**config.mk**
```make
export PLATFORM = sky130hd
export DESIGN_NAME = tdcf_readout
export DESIGN_NICKNAME = d
export VERILOG_FILES = /design/src/tdcf_pkg.sv /design/src/tdcf_readout.sv
export SDC_FILE = /design/constraint.sdc
export NUM_CORES = 2
export LEC_CHECK = 0
export BUFFER_PORTS_ARGS = -buffer_cell sky130_fd_sc_hd__buf_2
export CAP_MARGIN = 20
export CORE_MARGIN = 4
export CORE_UTILIZATION = 57
export CTS_CLUSTER_DIAMETER = 50
export DETAILED_ROUTE_END_ITERATION = 10
export HOLD_SLACK_MARGIN = 0.15
export PLACE_DENSITY_LB_ADDON = 0.15
export SYNTH_ARGS = -nofsm -noshare
export SYNTH_HDL_FRONTEND = slang
export SYNTH_SLANG_ARGS = --single-unit
```
**constraint.sdc**
```tcl
create_clock -name clk -period 7.87 [get_ports clk]
set_input_delay 0.787 -clock clk [delete_from_list [all_inputs] [get_ports clk]]
set_output_delay 0.787 -clock clk [all_outputs]
set_load 0.01 [all_outputs]
```
**src/tdcf_pkg.sv**
```systemverilog
// shared constants and types of the tdc result queue readout block
package tdcf_pkg;
    localparam int NCH = 4;
    localparam int MAXD = 16;
    localparam int CFG_N = 17;
    localparam logic [7:0] OPC_POWER = 8'h30;
    localparam logic [7:0] OPC_INIT = 8'h18;
    localparam logic [7:0] OPC_WR_CFG = 8'h80;
    localparam logic [7:0] OPC_RD_RES = 8'h60;
    localparam logic [7:0] OPC_RD_CFG = 8'h40;
    localparam logic [4:0] RES_BASE = 5'h08;
    localparam logic [4:0] RES_STRIDE = 5'h06;
    localparam logic [2:0] RES_LAST_POS = 3'h5;
    localparam logic [19:0] EMPTY_MARK = 20'hfffff;
    localparam int CLK_MHZ = 100;
    localparam int CONV_NS_OFF = 450;
    localparam int CONV_NS_2X = 600;
    localparam int CONV_NS_4X = 900;
    localparam logic [7:0] CONV_CYC_OFF = 8'((CONV_NS_OFF * CLK_MHZ + 999) / 1000);
    localparam logic [7:0] CONV_CYC_2X = 8'((CONV_NS_2X * CLK_MHZ + 999) / 1000);
    localparam logic [7:0] CONV_CYC_4X = 8'((CONV_NS_4X * CLK_MHZ + 999) / 1000);
    localparam logic [1:0] RESTART_SKIP = 2'h2;
    localparam logic [7:0] REG_CTRL = 8'h00;
    localparam logic [7:0] REG_STATUS = 8'h04;
    localparam logic [7:0] CTRL_RST = 8'hf0;
    localparam int CTRL_BLOCK = 0;
    localparam int CTRL_JOINT = 1;
    localparam int CTRL_RES = 2;
    localparam int CTRL_EN = 4;
    localparam logic [1:0] RESP_OKAY = 2'h0;
    localparam logic [1:0] RESP_SLVERR = 2'h2;
    typedef struct packed
    {
        logic [19:0] reference_period_count;
        logic [19:0] stop_time_result;
    } tdcf_result_t;
    typedef enum logic [4:0]
    {
        SPI_OPC = 5'h01,
        SPI_WR = 5'h02,
        SPI_RDRES = 5'h04,
        SPI_RDCFG = 5'h08,
        SPI_NOP = 5'h10
    } tdcf_spi_t;
endpackage

```
**src/tdcf_readout.sv**
```systemverilog
// per-channel stop result queues, pending pin and serial readout
// Notes on behaviour
// - a converted stop result drives pending low and becomes readable
// - conversions overlap output; the delay only shows for isolated events
// - conversion delay follows the resolution setting
// - one queue per channel, depth 16, 8 or 4 by resolution
// - a full queue discards new stop events
// - level rises per stored event, falls per result read
// - after a full queue frees space, next two events only restart it
// - pending returns high once no queue offers a converted result
// - without joint drain the four queues work independently
// - block drain offers a queue only once it is full
// - block drain ignores events while read, then skips two to restart
// - block drain starts no new block before the queue is empty
// - joint drain keeps pending high until every active queue holds data
// - block drain and joint drain may be combined
// - opcodes 0x30 reset, 0x18 init, 0x80 plus address config write
// - channel n reference bytes then stop bytes from address 8, msb first
// - reads 0x60 results, 0x40 config, address auto increments
// - empty channel reads as marker 0xfffff for both values
//
// Added by the designer: the AXI4-Lite slave port and the register offsets.
`timescale 1ns/1ns
module tdcf_readout #(
    parameter int MAXD = tdcf_pkg::MAXD
) (
    input wire logic clk,
    input wire logic rst_b,
    input wire logic [3:0] stop_valid,
    input wire tdcf_pkg::tdcf_result_t [3:0] stop_data,
    input wire logic serial_select_n,
    input wire logic sclk,
    input wire logic mosi,
    output logic miso,
    output logic miso_oe,
    output logic pending_n,
    input wire logic [7:0] s_axi_awaddr,
    input wire logic s_axi_awvalid,
    output logic s_axi_awready,
    input wire logic [31:0] s_axi_wdata,
    input wire logic [3:0] s_axi_wstrb,
    input wire logic s_axi_wvalid,
    output logic s_axi_wready,
    output logic [1:0] s_axi_bresp,
    output logic s_axi_bvalid,
    input wire logic s_axi_bready,
    input wire logic [7:0] s_axi_araddr,
    input wire logic s_axi_arvalid,
    output logic s_axi_arready,
    output logic [31:0] s_axi_rdata,
    output logic [1:0] s_axi_rresp,
    output logic s_axi_rvalid,
    input wire logic s_axi_rready
);
    typedef struct packed
    {
        tdcf_pkg::tdcf_result_t [3:0][MAXD-1:0] mem;
        logic [3:0][$clog2(MAXD)-1:0] wptr;
        logic [3:0][$clog2(MAXD)-1:0] rptr;
        logic [3:0][4:0] level;
        logic [3:0][4:0] ready;
        logic [3:0][7:0] conv_cnt;
        logic [3:0][1:0] skip;
        logic [3:0] was_full;
        logic [3:0] draining;
        logic gate;
        logic running;
        logic pend_n;
        logic [7:0] ctrl;
        logic [tdcf_pkg::CFG_N-1:0][7:0] cfg;
        logic sclk_s1;
        logic sclk_s2;
        logic sclk_s3;
        logic ssn_s1;
        logic ssn_s2;
        logic mosi_s1;
        logic mosi_s2;
        tdcf_pkg::tdcf_spi_t mode;
        logic [2:0] bitcnt;
        logic [6:0] sh;
        logic [4:0] addr;
        logic miso;
        logic bvalid;
        logic [1:0] bresp;
        logic rvalid;
        logic [1:0] rresp;
        logic [31:0] rdata;
    } tdcf_state_t;

    tdcf_state_t s_reg;
    tdcf_state_t s_next;
    logic blk;
    logic jnt;
    logic [1:0] res;
    logic [3:0] en;
    logic [4:0] depth;
    logic [7:0] conv_load;
    logic [3:0] avail;
    logic [3:0] offered;
    logic [3:0] pop;
    logic clr_q;
    logic sclk_rise;
    logic [7:0] byte_in;
    logic [1:0] rd_ch;
    logic [2:0] rd_pos;
    logic [7:0] rd_byte;
    logic wr_go;
    logic rd_go;
    tdcf_pkg::tdcf_result_t [3:0] head;

    function automatic logic [1:0] ch_of(input logic [4:0] a);
        logic [4:0] d;
        d = a - tdcf_pkg::RES_BASE;
        ch_of = 2'(d / tdcf_pkg::RES_STRIDE);
    endfunction

    function automatic logic [2:0] pos_of(input logic [4:0] a);
        logic [4:0] d;
        d = a - tdcf_pkg::RES_BASE;
        pos_of = 3'(d % tdcf_pkg::RES_STRIDE);
    endfunction

    function automatic logic [7:0] res_byte(input logic [2:0] k, input tdcf_pkg::tdcf_result_t r, input logic v);
        logic [19:0] w;
        w = (k < 3'h3) ? r.reference_period_count : r.stop_time_result;
        if (!v)
            w = tdcf_pkg::EMPTY_MARK;
        case (k)
            3'h0, 3'h3: res_byte = {4'h0, w[19:16]};
            3'h1, 3'h4: res_byte = w[15:8];
            default: res_byte = w[7:0];
        endcase
    endfunction

    assign blk = s_reg.ctrl[tdcf_pkg::CTRL_BLOCK];
    assign jnt = s_reg.ctrl[tdcf_pkg::CTRL_JOINT];
    assign res = s_reg.ctrl[tdcf_pkg::CTRL_RES +: 2];
    assign en = s_reg.ctrl[tdcf_pkg::CTRL_EN +: 4];
    assign depth = 5'(MAXD >> ((res == 2'h3) ? 2'h2 : res));
    assign conv_load = (res == 2'h0) ? tdcf_pkg::CONV_CYC_OFF :
        (res == 2'h1) ? tdcf_pkg::CONV_CYC_2X : tdcf_pkg::CONV_CYC_4X;
    // only the second stage is looked at, the third only delays it for the edge
    assign sclk_rise = s_reg.sclk_s2 & ~s_reg.sclk_s3;
    assign byte_in = {s_reg.sh, s_reg.mosi_s2};
    assign rd_ch = ch_of(s_reg.addr);
    assign rd_pos = pos_of(s_reg.addr);
    assign wr_go = s_axi_awvalid & s_axi_wvalid & ~s_reg.bvalid;
    assign rd_go = s_axi_arvalid & ~s_reg.rvalid;
    assign s_axi_awready = wr_go;
    assign s_axi_wready = wr_go;
    assign s_axi_arready = ~s_reg.rvalid;
    assign s_axi_bvalid = s_reg.bvalid;
    assign s_axi_bresp = s_reg.bresp;
    assign s_axi_rvalid = s_reg.rvalid;
    assign s_axi_rresp = s_reg.rresp;
    assign s_axi_rdata = s_reg.rdata;
    assign miso = s_reg.miso;
    assign miso_oe = ~s_reg.ssn_s2;
    assign pending_n = s_reg.pend_n;

    always_comb
    begin
        for (int c = 0; c < 4; c++)
        begin
            head[c] = s_reg.mem[c][s_reg.rptr[c]];
            avail[c] = (s_reg.ready[c] != 5'h0) && (!blk || s_reg.draining[c]);
            offered[c] = avail[c] & (s_reg.gate | ~jnt);
        end
        case (s_reg.mode)
            tdcf_pkg::SPI_RDRES: rd_byte = (s_reg.addr >= tdcf_pkg::RES_BASE) ?
                res_byte(rd_pos, head[rd_ch], offered[rd_ch]) : 8'h00;
            tdcf_pkg::SPI_RDCFG: rd_byte = (s_reg.addr < tdcf_pkg::CFG_N) ? s_reg.cfg[s_reg.addr] : 8'h00;
            default: rd_byte = 8'h00;
        endcase
    end

    always_comb
    begin
        s_next = s_reg;
        pop = 4'h0;
        clr_q = 1'b0;
        s_next.sclk_s1 = sclk;
        s_next.sclk_s2 = s_reg.sclk_s1;
        s_next.sclk_s3 = s_reg.sclk_s2;
        s_next.ssn_s1 = serial_select_n;
        s_next.ssn_s2 = s_reg.ssn_s1;
        s_next.mosi_s1 = mosi;
        s_next.mosi_s2 = s_reg.mosi_s1;
        if (s_reg.ssn_s2)
        begin
            s_next.bitcnt = 3'h0;
            s_next.mode = tdcf_pkg::SPI_OPC;
        end
        else if (sclk_rise)
        begin
            s_next.bitcnt = s_reg.bitcnt + 3'h1;
            s_next.sh = byte_in[6:0];
            s_next.miso = rd_byte[3'h7 - s_reg.bitcnt];
            if (s_reg.bitcnt == 3'h7)
            begin
                s_next.addr = s_reg.addr + 5'h1;
                case (s_reg.mode)
                    tdcf_pkg::SPI_OPC:
                    begin
                        s_next.addr = byte_in[4:0];
                        s_next.mode = tdcf_pkg::SPI_NOP;
                        if (byte_in[7] == tdcf_pkg::OPC_WR_CFG[7])
                            s_next.mode = tdcf_pkg::SPI_WR;
                        else if (byte_in[7:5] == tdcf_pkg::OPC_RD_RES[7:5])
                            s_next.mode = tdcf_pkg::SPI_RDRES;
                        else if (byte_in[7:5] == tdcf_pkg::OPC_RD_CFG[7:5])
                            s_next.mode = tdcf_pkg::SPI_RDCFG;
                        else if (byte_in == tdcf_pkg::OPC_POWER)
                        begin
                            clr_q = 1'b1;
                            s_next.cfg = '0;
                            s_next.running = 1'b0;
                        end
                        else if (byte_in == tdcf_pkg::OPC_INIT)
                        begin
                            clr_q = 1'b1;
                            s_next.running = 1'b1;
                        end
                    end
                    tdcf_pkg::SPI_WR:
                    begin
                        if (s_reg.addr < tdcf_pkg::CFG_N)
                            s_next.cfg[s_reg.addr] = byte_in;
                    end
                    tdcf_pkg::SPI_RDRES:
                    begin
                        if (s_reg.addr >= tdcf_pkg::RES_BASE && rd_pos == tdcf_pkg::RES_LAST_POS)
                            pop[rd_ch] = offered[rd_ch];
                    end
                    default:
                    begin
                    end
                endcase
            end
        end
        for (int c = 0; c < 4; c++)
        begin
            if (s_reg.conv_cnt[c] != 8'h0)
            begin
                s_next.conv_cnt[c] = s_reg.conv_cnt[c] - 8'h1;
                if (s_reg.conv_cnt[c] == 8'h1)
                    s_next.ready[c] = s_reg.ready[c] + 5'h1;
            end
            if (pop[c])
            begin
                s_next.rptr[c] = s_reg.rptr[c] + 1'b1;
                s_next.level[c] = s_next.level[c] - 5'h1;
                s_next.ready[c] = s_next.ready[c] - 5'h1;
                if (blk && s_reg.level[c] == 5'h1)
                begin
                    s_next.draining[c] = 1'b0;
                    s_next.skip[c] = tdcf_pkg::RESTART_SKIP;
                end
                // restart after full
                // a full queue arms the restart even when no event was dropped
                else if (!blk && (s_reg.was_full[c] || s_reg.level[c] >= depth))
                begin
                    s_next.was_full[c] = 1'b0;
                    s_next.skip[c] = tdcf_pkg::RESTART_SKIP;
                end
            end
            if (stop_valid[c] && s_reg.running && en[c])
            begin
                if (s_next.skip[c] != 2'h0)
                    s_next.skip[c] = s_next.skip[c] - 2'h1;
                else if (blk && s_next.draining[c])
                begin
                end
                else if (s_next.level[c] >= depth)
                    s_next.was_full[c] = ~blk;
                else
                begin
                    s_next.mem[c][s_reg.wptr[c]] = stop_data[c];
                    s_next.wptr[c] = s_reg.wptr[c] + 1'b1;
                    s_next.level[c] = s_next.level[c] + 5'h1;
                    // a result still in conversion is released early: no delay inside a burst
                    if (s_next.conv_cnt[c] != 8'h0)
                        s_next.ready[c] = s_next.ready[c] + 5'h1;
                    s_next.conv_cnt[c] = conv_load;
                    if (blk && s_next.level[c] == depth)
                        s_next.draining[c] = 1'b1;
                end
            end
            if (clr_q)
            begin
                s_next.wptr[c] = '0;
                s_next.rptr[c] = '0;
                s_next.level[c] = 5'h0;
                s_next.ready[c] = 5'h0;
                s_next.conv_cnt[c] = 8'h0;
                s_next.skip[c] = 2'h0;
                s_next.was_full[c] = 1'b0;
                s_next.draining[c] = 1'b0;
            end
        end
        // host reads channels in turn; gate does not police the order
        // closed outside joint drain, so switching it on never inherits an open gate
        if (!jnt)
            s_next.gate = 1'b0;
        else if ((&(avail | ~en)) && (|en))
            s_next.gate = 1'b1;
        else if (!(|avail))
            s_next.gate = 1'b0;
        s_next.pend_n = ~(|offered);
        if (wr_go)
        begin
            s_next.bvalid = 1'b1;
            s_next.bresp = tdcf_pkg::RESP_OKAY;
            if (s_axi_awaddr == tdcf_pkg::REG_CTRL)
            begin
                if (s_axi_wstrb[0])
                    s_next.ctrl = s_axi_wdata[7:0];
            end
            else if (s_axi_awaddr != tdcf_pkg::REG_STATUS)
                s_next.bresp = tdcf_pkg::RESP_SLVERR;
        end
        else if (s_axi_bready)
            s_next.bvalid = 1'b0;
        if (rd_go)
        begin
            s_next.rvalid = 1'b1;
            s_next.rresp = tdcf_pkg::RESP_OKAY;
            if (s_axi_araddr == tdcf_pkg::REG_CTRL)
                s_next.rdata = 32'(s_reg.ctrl);
            else if (s_axi_araddr == tdcf_pkg::REG_STATUS)
                s_next.rdata = 32'({s_reg.draining, ~s_reg.pend_n, s_reg.running, s_reg.level});
            else
            begin
                s_next.rdata = 32'h0;
                s_next.rresp = tdcf_pkg::RESP_SLVERR;
            end
        end
        else if (s_axi_rready)
            s_next.rvalid = 1'b0;
    end

    always_ff @(posedge clk or negedge rst_b)
    begin
        if (!rst_b)
        begin
            s_reg <= '0;
            s_reg.ctrl <= tdcf_pkg::CTRL_RST;
            s_reg.ssn_s1 <= 1'b1;
            s_reg.ssn_s2 <= 1'b1;
            s_reg.pend_n <= 1'b1;
            s_reg.mode <= tdcf_pkg::SPI_OPC;
        end
        else
            s_reg <= s_next;
    end

    for (genvar g = 0; g < 4; g++)
    begin : g_chk

    end
endmodule // tdcf_readout

```
---- Yosys cells after proc, flatten, opt, wreduce, memory -nomap -nowiden ----
Cells that the tools add are included.
storage, ports and cells
  register bits after elaboration ......... 2893
  output and inout bits ................... 44
  word-level logic and storage cells ...... 731
operators by class
  add/sub/neg operators ................... 40
  divide/modulo/power cells ............... 2
  magnitude comparators ................... 28
  equal/unequal tests ..................... 47
  shift operators ......................... 1
  muxes and demuxes ....................... 286
  bitwise logic cells ..................... 35
  reduce and logical (&&, ||, !) cells .... 100
operator list
  operator                                             number
  bitwise mux 640 bit                                  4
  2-to-1 mux 136 bit                                   5
  binary-select mux 40 bit (select 4 bit)              4
  demux 40 bit (select 4 bit)                          4
  2-to-1 mux 40 bit                                    9
  2-to-1 mux 5 bit                                     67
  one-hot mux 136 bit (2 select lines)                 1
  2-to-1 mux 8 bit                                     29
  bitwise mux 136 bit                                  1
  2-to-1 mux 4 bit                                     33
  2-to-1 mux 1 bit                                     85
  binary-select mux 40 bit (select 2 bit)              1
  adder 5 x 1 -> 5 bit (second input constant)         13
  nonzero test 8 bit                                   8
  2-to-1 mux 2 bit                                     29
  2-to-1 mux 26 bit                                    2
  binary-select mux 8 bit (select 5 bit)               1
  demux 8 bit (select 5 bit)                           1
  >= comparator 5 bit                                  8
  < comparator 4 x 5 -> 1 bit (second input constant)  8
  2-to-1 mux 20 bit                                    2
  subtractor 5 x 1 -> 5 bit (second input constant)    8
  nonzero test 2 bit                                   19
  logical AND 1 bit                                    36
  60 further kinds                                     161

---- Logic depth before layout (Yosys ltp) ----
  word-level depth ........................ 22
  mapped depth ............................ 36

---- Least setup slack after synthesis ----
No wires, ideal clock.
  path kind ............................... reg2reg
  from .................................... register s_reg[39] (netlist name)
  to ...................................... register s_reg[2253] (netlist name)
  setup time .............................. 0.125 ns
  arrival ................................. 7.383 ns
  data required time ...................... 7.745 ns
  slack ................................... 0.363 ns
  stages on the path, launching flop included .. 35
  path buffers ............................ 7
  path through ............................ dfrtp_1 -> clkbuf_1 -> clkbuf_1 -> inv_1 -> ha_1 -> buf_2 -> nor2b_1 -> o31ai_1 -> a31oi_1 -> ha_1 -> buf_2 -> o211ai_1 -> nand2_1 -> ha_1 -> a311oi_4 -> a21boi_2 -> o221a_1 -> buf_4 -> mux2i_2 -> nand2_2 -> or3_1 -> clkbuf_1 -> or4_1 -> xor2_1 -> inv_1 -> ha_1 -> o21ai_0 -> nand2b_1 -> a21oi_1 -> inv_1 -> a211oi_2 -> nand2_1 -> nor3_1 -> buf_4 -> mux2_2
between the ends
  word-level cells in the longest chain between the ends .. 16
  elaborated cells between the ends (all ways) .. 29
ends and longest elaborated chain
  element                                                                                                   RTL line                                  RTL
  start, declared                                                                                           tdcf_readout.sv:90                        tdcf_state_t s_reg;
  start signal, assigned                                                                                    tdcf_readout.sv:354                       s_reg <= s_next;
  subtractor 5 x 4 -> 5 bit                                                                                 tdcf_readout.sv:113, tdcf_readout.sv:119
  divider 5 x 3 -> 5 bit                                                                                    tdcf_readout.sv:114                       ch_of = 2'(d / tdcf_pkg::RES_STRIDE);
  < comparator 2 x 3 -> 1 bit (not written as such) / >= comparator 2 x 1 -> 1 bit (equally long branches)  tdcf_readout.sv:233                       pop[rd_ch] = offered[rd_ch];
  logical AND 1 bit (not written as such)                                                                   tdcf_readout.sv:233
  2-to-1 mux 1 bit (not written as such)                                                                    tdcf_readout.sv:233
  demux 1 bit (select 2 bit)                                                                                tdcf_readout.sv:233
  AND 4 bit (no line)                                                                                       --
  2-to-1 mux 4 bit (*)                                                                                      tdcf_readout.sv:232                       if (s_reg.addr >= tdcf_pkg::RES_BASE && rd_pos == tdcf_pkg::RES_LAST_POS)
  2-to-1 mux 4 bit (*)                                                                                      tdcf_readout.sv:202                       case (s_reg.mode)
  2-to-1 mux 4 bit (*)                                                                                      tdcf_readout.sv:199                       if (s_reg.bitcnt == 3'h7)
  2-to-1 mux 4 bit (*)                                                                                      tdcf_readout.sv:194                       else if (sclk_rise)
  2-to-1 mux 4 bit (*)                                                                                      tdcf_readout.sv:189                       if (s_reg.ssn_s2)
  2-to-1 mux 5 bit (tied with other cells)                                                                  tdcf_readout.sv:249                       if (pop[c])
  >= comparator 5 bit (tied with other cells)                                                               tdcf_readout.sv:274                       else if (s_next.level[c] >= depth)
  inverter 1 bit (no line)                                                                                  --
  AND reduction 4 bit (no line) (*)                                                                         --
Every way passes the cells marked *; elsewhere a longest branch is shown, timed or not. The select of a mux whose other input is x is not followed.
A chain may end at the register's enable or synchronous reset.

---- Worst setup path after layout ----
  from .................................... register s_reg[43] (netlist name)
  to ...................................... register s_reg[2886] (netlist name)
Same word-level chain as after synthesis.

==> impl_metrics.toml <==
[floorplanning]
io_pins = 270
start_util_pct = 57.44
die_w_um = 492.8
die_y_um = 492.8
core_area_um2 = 233200
rows = 177
die_area_um2 = 242800

[clock_network]
clock_tree.buffer_depth = 4
clkTransAtPathRegs_ns = 0.06
h-tree-depth = 5
cts_tree = "done"
clk_latency_ns = 0.97
cts_made_buffers = 337
clock_sinks = 2885
root_buffer = "clkbuf_16"

[setup_path]
start_kind = "flip-flop"
cp_max_fo = 24
worst-setup-path-type = "reg2reg"
cp.arrival_ns = 8.29
required_ns = 8.65
max_stage_delay_ns = 0.50
critical-path-slowest-cell = "dfrtp_1"
cp_common_cell = "ha_1"
cp-end-kind = "flip-flop"

[run_status]
outcome = "complete, no violations"

[global_routing]
grt-ovfl-total = 0
grt_max_degree = 177
grt_pass1_wl_um = 543400
grtUsageTotal_pct = 29.65
grt_pass1_vias = 84820
antenna_found_initial = 54

[layout]
layout-drive-gt1-share_pct = 46.77
design_area_um2 = 150200
areaGrowthSynthToFinish_pct = 12.16
final_cells = 12550
largest_register_ffs = 2833
nets = 9480

[sta]
fin_hold_ws_ns = 0.2492
max_freq_mhz = 133.1
finClkSkew_ns = 0.07557
final.setup.worst_slack_ns = 0.3565
setup_viol = 0
tightest_slew_ns = 1.318
post-route-period-util_pct = 95.47
finalHoldViolations = 0
relSlewSlack_pct = 12.10
period_minus_slack_ns = 7.513
final_max_slew_viol_count = 0
rsz0062_at_grt = "yes"

[detailed_routing]
vias_per_cell = 6.380
drc = 0
wl_um = 357600
via_count = 80060
wire_per_inst_um = 28.50
dr.pass1.iters = 6
dr.first_iter.drc_count = 6038
ant_nets = 0

[logic_synthesis]
syn_area_per_cell_um2 = 14.83
post-synth-top-count-cell = "dfrtp_1"
synth_edf_count = 0
yosysSeqAreaShare_pct = 53.91
synth_common_cells = "dfrtp_1 (2,877), mux2_2 (2,486), mux4_2 (744)"
ys_seq_elements = 2885
syn_area_um2 = 133900
yosys.area.top_type = "dfrtp_1"
synth_top_area_share_pct = 53.75
synth_area_leaders = "dfrtp_1 (54%), mux2_2 (21%), mux4_2 (13%)"
synth_cells = 9033
synth_cell_type_count = 96
dominantRegCellSynth = "dfrtp_1"
yosysWarnings = 0
async_flop_share_pct = 100.0

[power_and_ir_drop]
peakVddDrop_mv = 0.2280
leakagePower_uw = 0.07214
total_power_uw = 31190
power_density_nw_per_um2 = 207.6

[placed_design]
dpl_worst_slack_ns = 0.2390
place_hpwl_um = 219600
place_congestion = 0.9609
dpl-instance-area_um2 = 138600
place_inst = 11900
portBuffers = 234

[run]
maxCapViolations = 0

[min_path]
hp-class = "in2reg"
## cell type report
type                            count  area, µm²
Multi-Input combinational cell   5308      58410
Timing Repair Buffer              520       4111
Tap cell                         3132       3919
Clock inverter                    121       1498
Sequential cell                  2885      72240
Clock buffer                      464       9630
Antenna cell                       26      65.06
Inverter                           93      349.1
Fill cell                       16790      82970
## metrics by stage
step	TNS [ns]	utilization [%]
5_1_grt	-0.003582	64.41
2_1_floorplan	0	-
4_1_cts	0	64.29
3_3_place_gp	0	59.43
3_5_place_dp	0	59.43
6_report	0	64.42
## kinds of logic after synthesis
group                      Yosys count  share of synthesized area [%]
DFF                               2885                          53.91
AOI/OAI and AO/OA                  707                          3.418
and+or+nand+nor                    954                          3.297
buffers and inverters              854                          2.802
xor gates and xnor gates           151                         0.9977
other                                2                       0.005607
muxes                             3371                          34.55
adders and majority gates          109                          1.018
## metal layers
| metal | wire (µm) | GRT usage [%] | part of all wire, % |
|---|---|---|---|
| met5 | 148 | 0 | 0.041 |
| met4 | 18090 | 13.60 | 5.1 |
| met2 | 170900 | 47.02 | 48 |
| met1 | 146000 | 39.84 | 41 |
| met3 | 22450 | 6.090 | 6.3 |
## worst max-delay path: cells and delay by family (launching register included)
| family | cells | cell delay (ns) |
|---|---|---|
| AO/OA/AOI/OAI | 9 | 2.17 |
| XOR/XNOR | 1 | 0.18 |
| buffers and inverters | 5 | 0.87 |
| AND/OR/NAND/NOR | 7 | 1.82 |
| flip-flops | 1 | 0.50 |
| multiplexers | 2 | 0.71 |
| adder cells (fa/ha/maj) | 4 | 1.06 |
## cell usage in the layout (no fill, tap or decap), types with 63 or more instances in the layout
master        n
a22oi_1     176
buf_4       208
nand2_1     349
nand3_1      82
o21ai_0     229
clkbuf_1     64
mux2_2     2486
ha_1        109
nor3_1       64
mux2_1       92
dfrtp_1    2863
xor2_1       63
inv_1        91
a21oi_1     110
clkbuf_16   345
xnor2_1      87
mux4_2      744
nor2_1      195
buf_2       233
## worst paths after layout
path	startpoint	end	slack [ns]	cells past startpoint
setup reg to reg	s_reg[43]$_DFFE_PN0P_	s_reg[2886]$_DFFE_PN0P_	0.36	28
setup / recovery	s_reg[43]$_DFFE_PN0P_	s_reg[2886]$_DFFE_PN0P_	0.36	28
hold / removal	stop_valid[1]	s_reg[223]$_DFF_PN0_	0.25	3
max in group asynchronous	rst_b	s_reg[1282]$_DFFE_PN0P_	5.41	4
hold reg to reg	s_next[64]$_DFF_PN0_	s_next[63]$_DFF_PN0_	0.36	0
min in group asynchronous	rst_b	s_reg[2262]$_DFFE_PN0P_	0.44	2
## power breakdown
| group | leakage [µW] | internal [µW] | switching [µW] |
|---|---|---|---|
| Clock | 0.00544 | 9480 | 6150 |
| Combinational | 0.0266 | 127 | 529 |
| Sequential | 0.0401 | 14900 | 43.5 |
## what timing repair did
item / CTS / global route
hold buffers: 21 / 0
hold endpoints to repair: 125 / 0
gates resized for setup: 0 / 9
setup endpoints to repair: 0 / 1072
buffers inserted: 0 / 11
(Power assumes the default switching activity.)
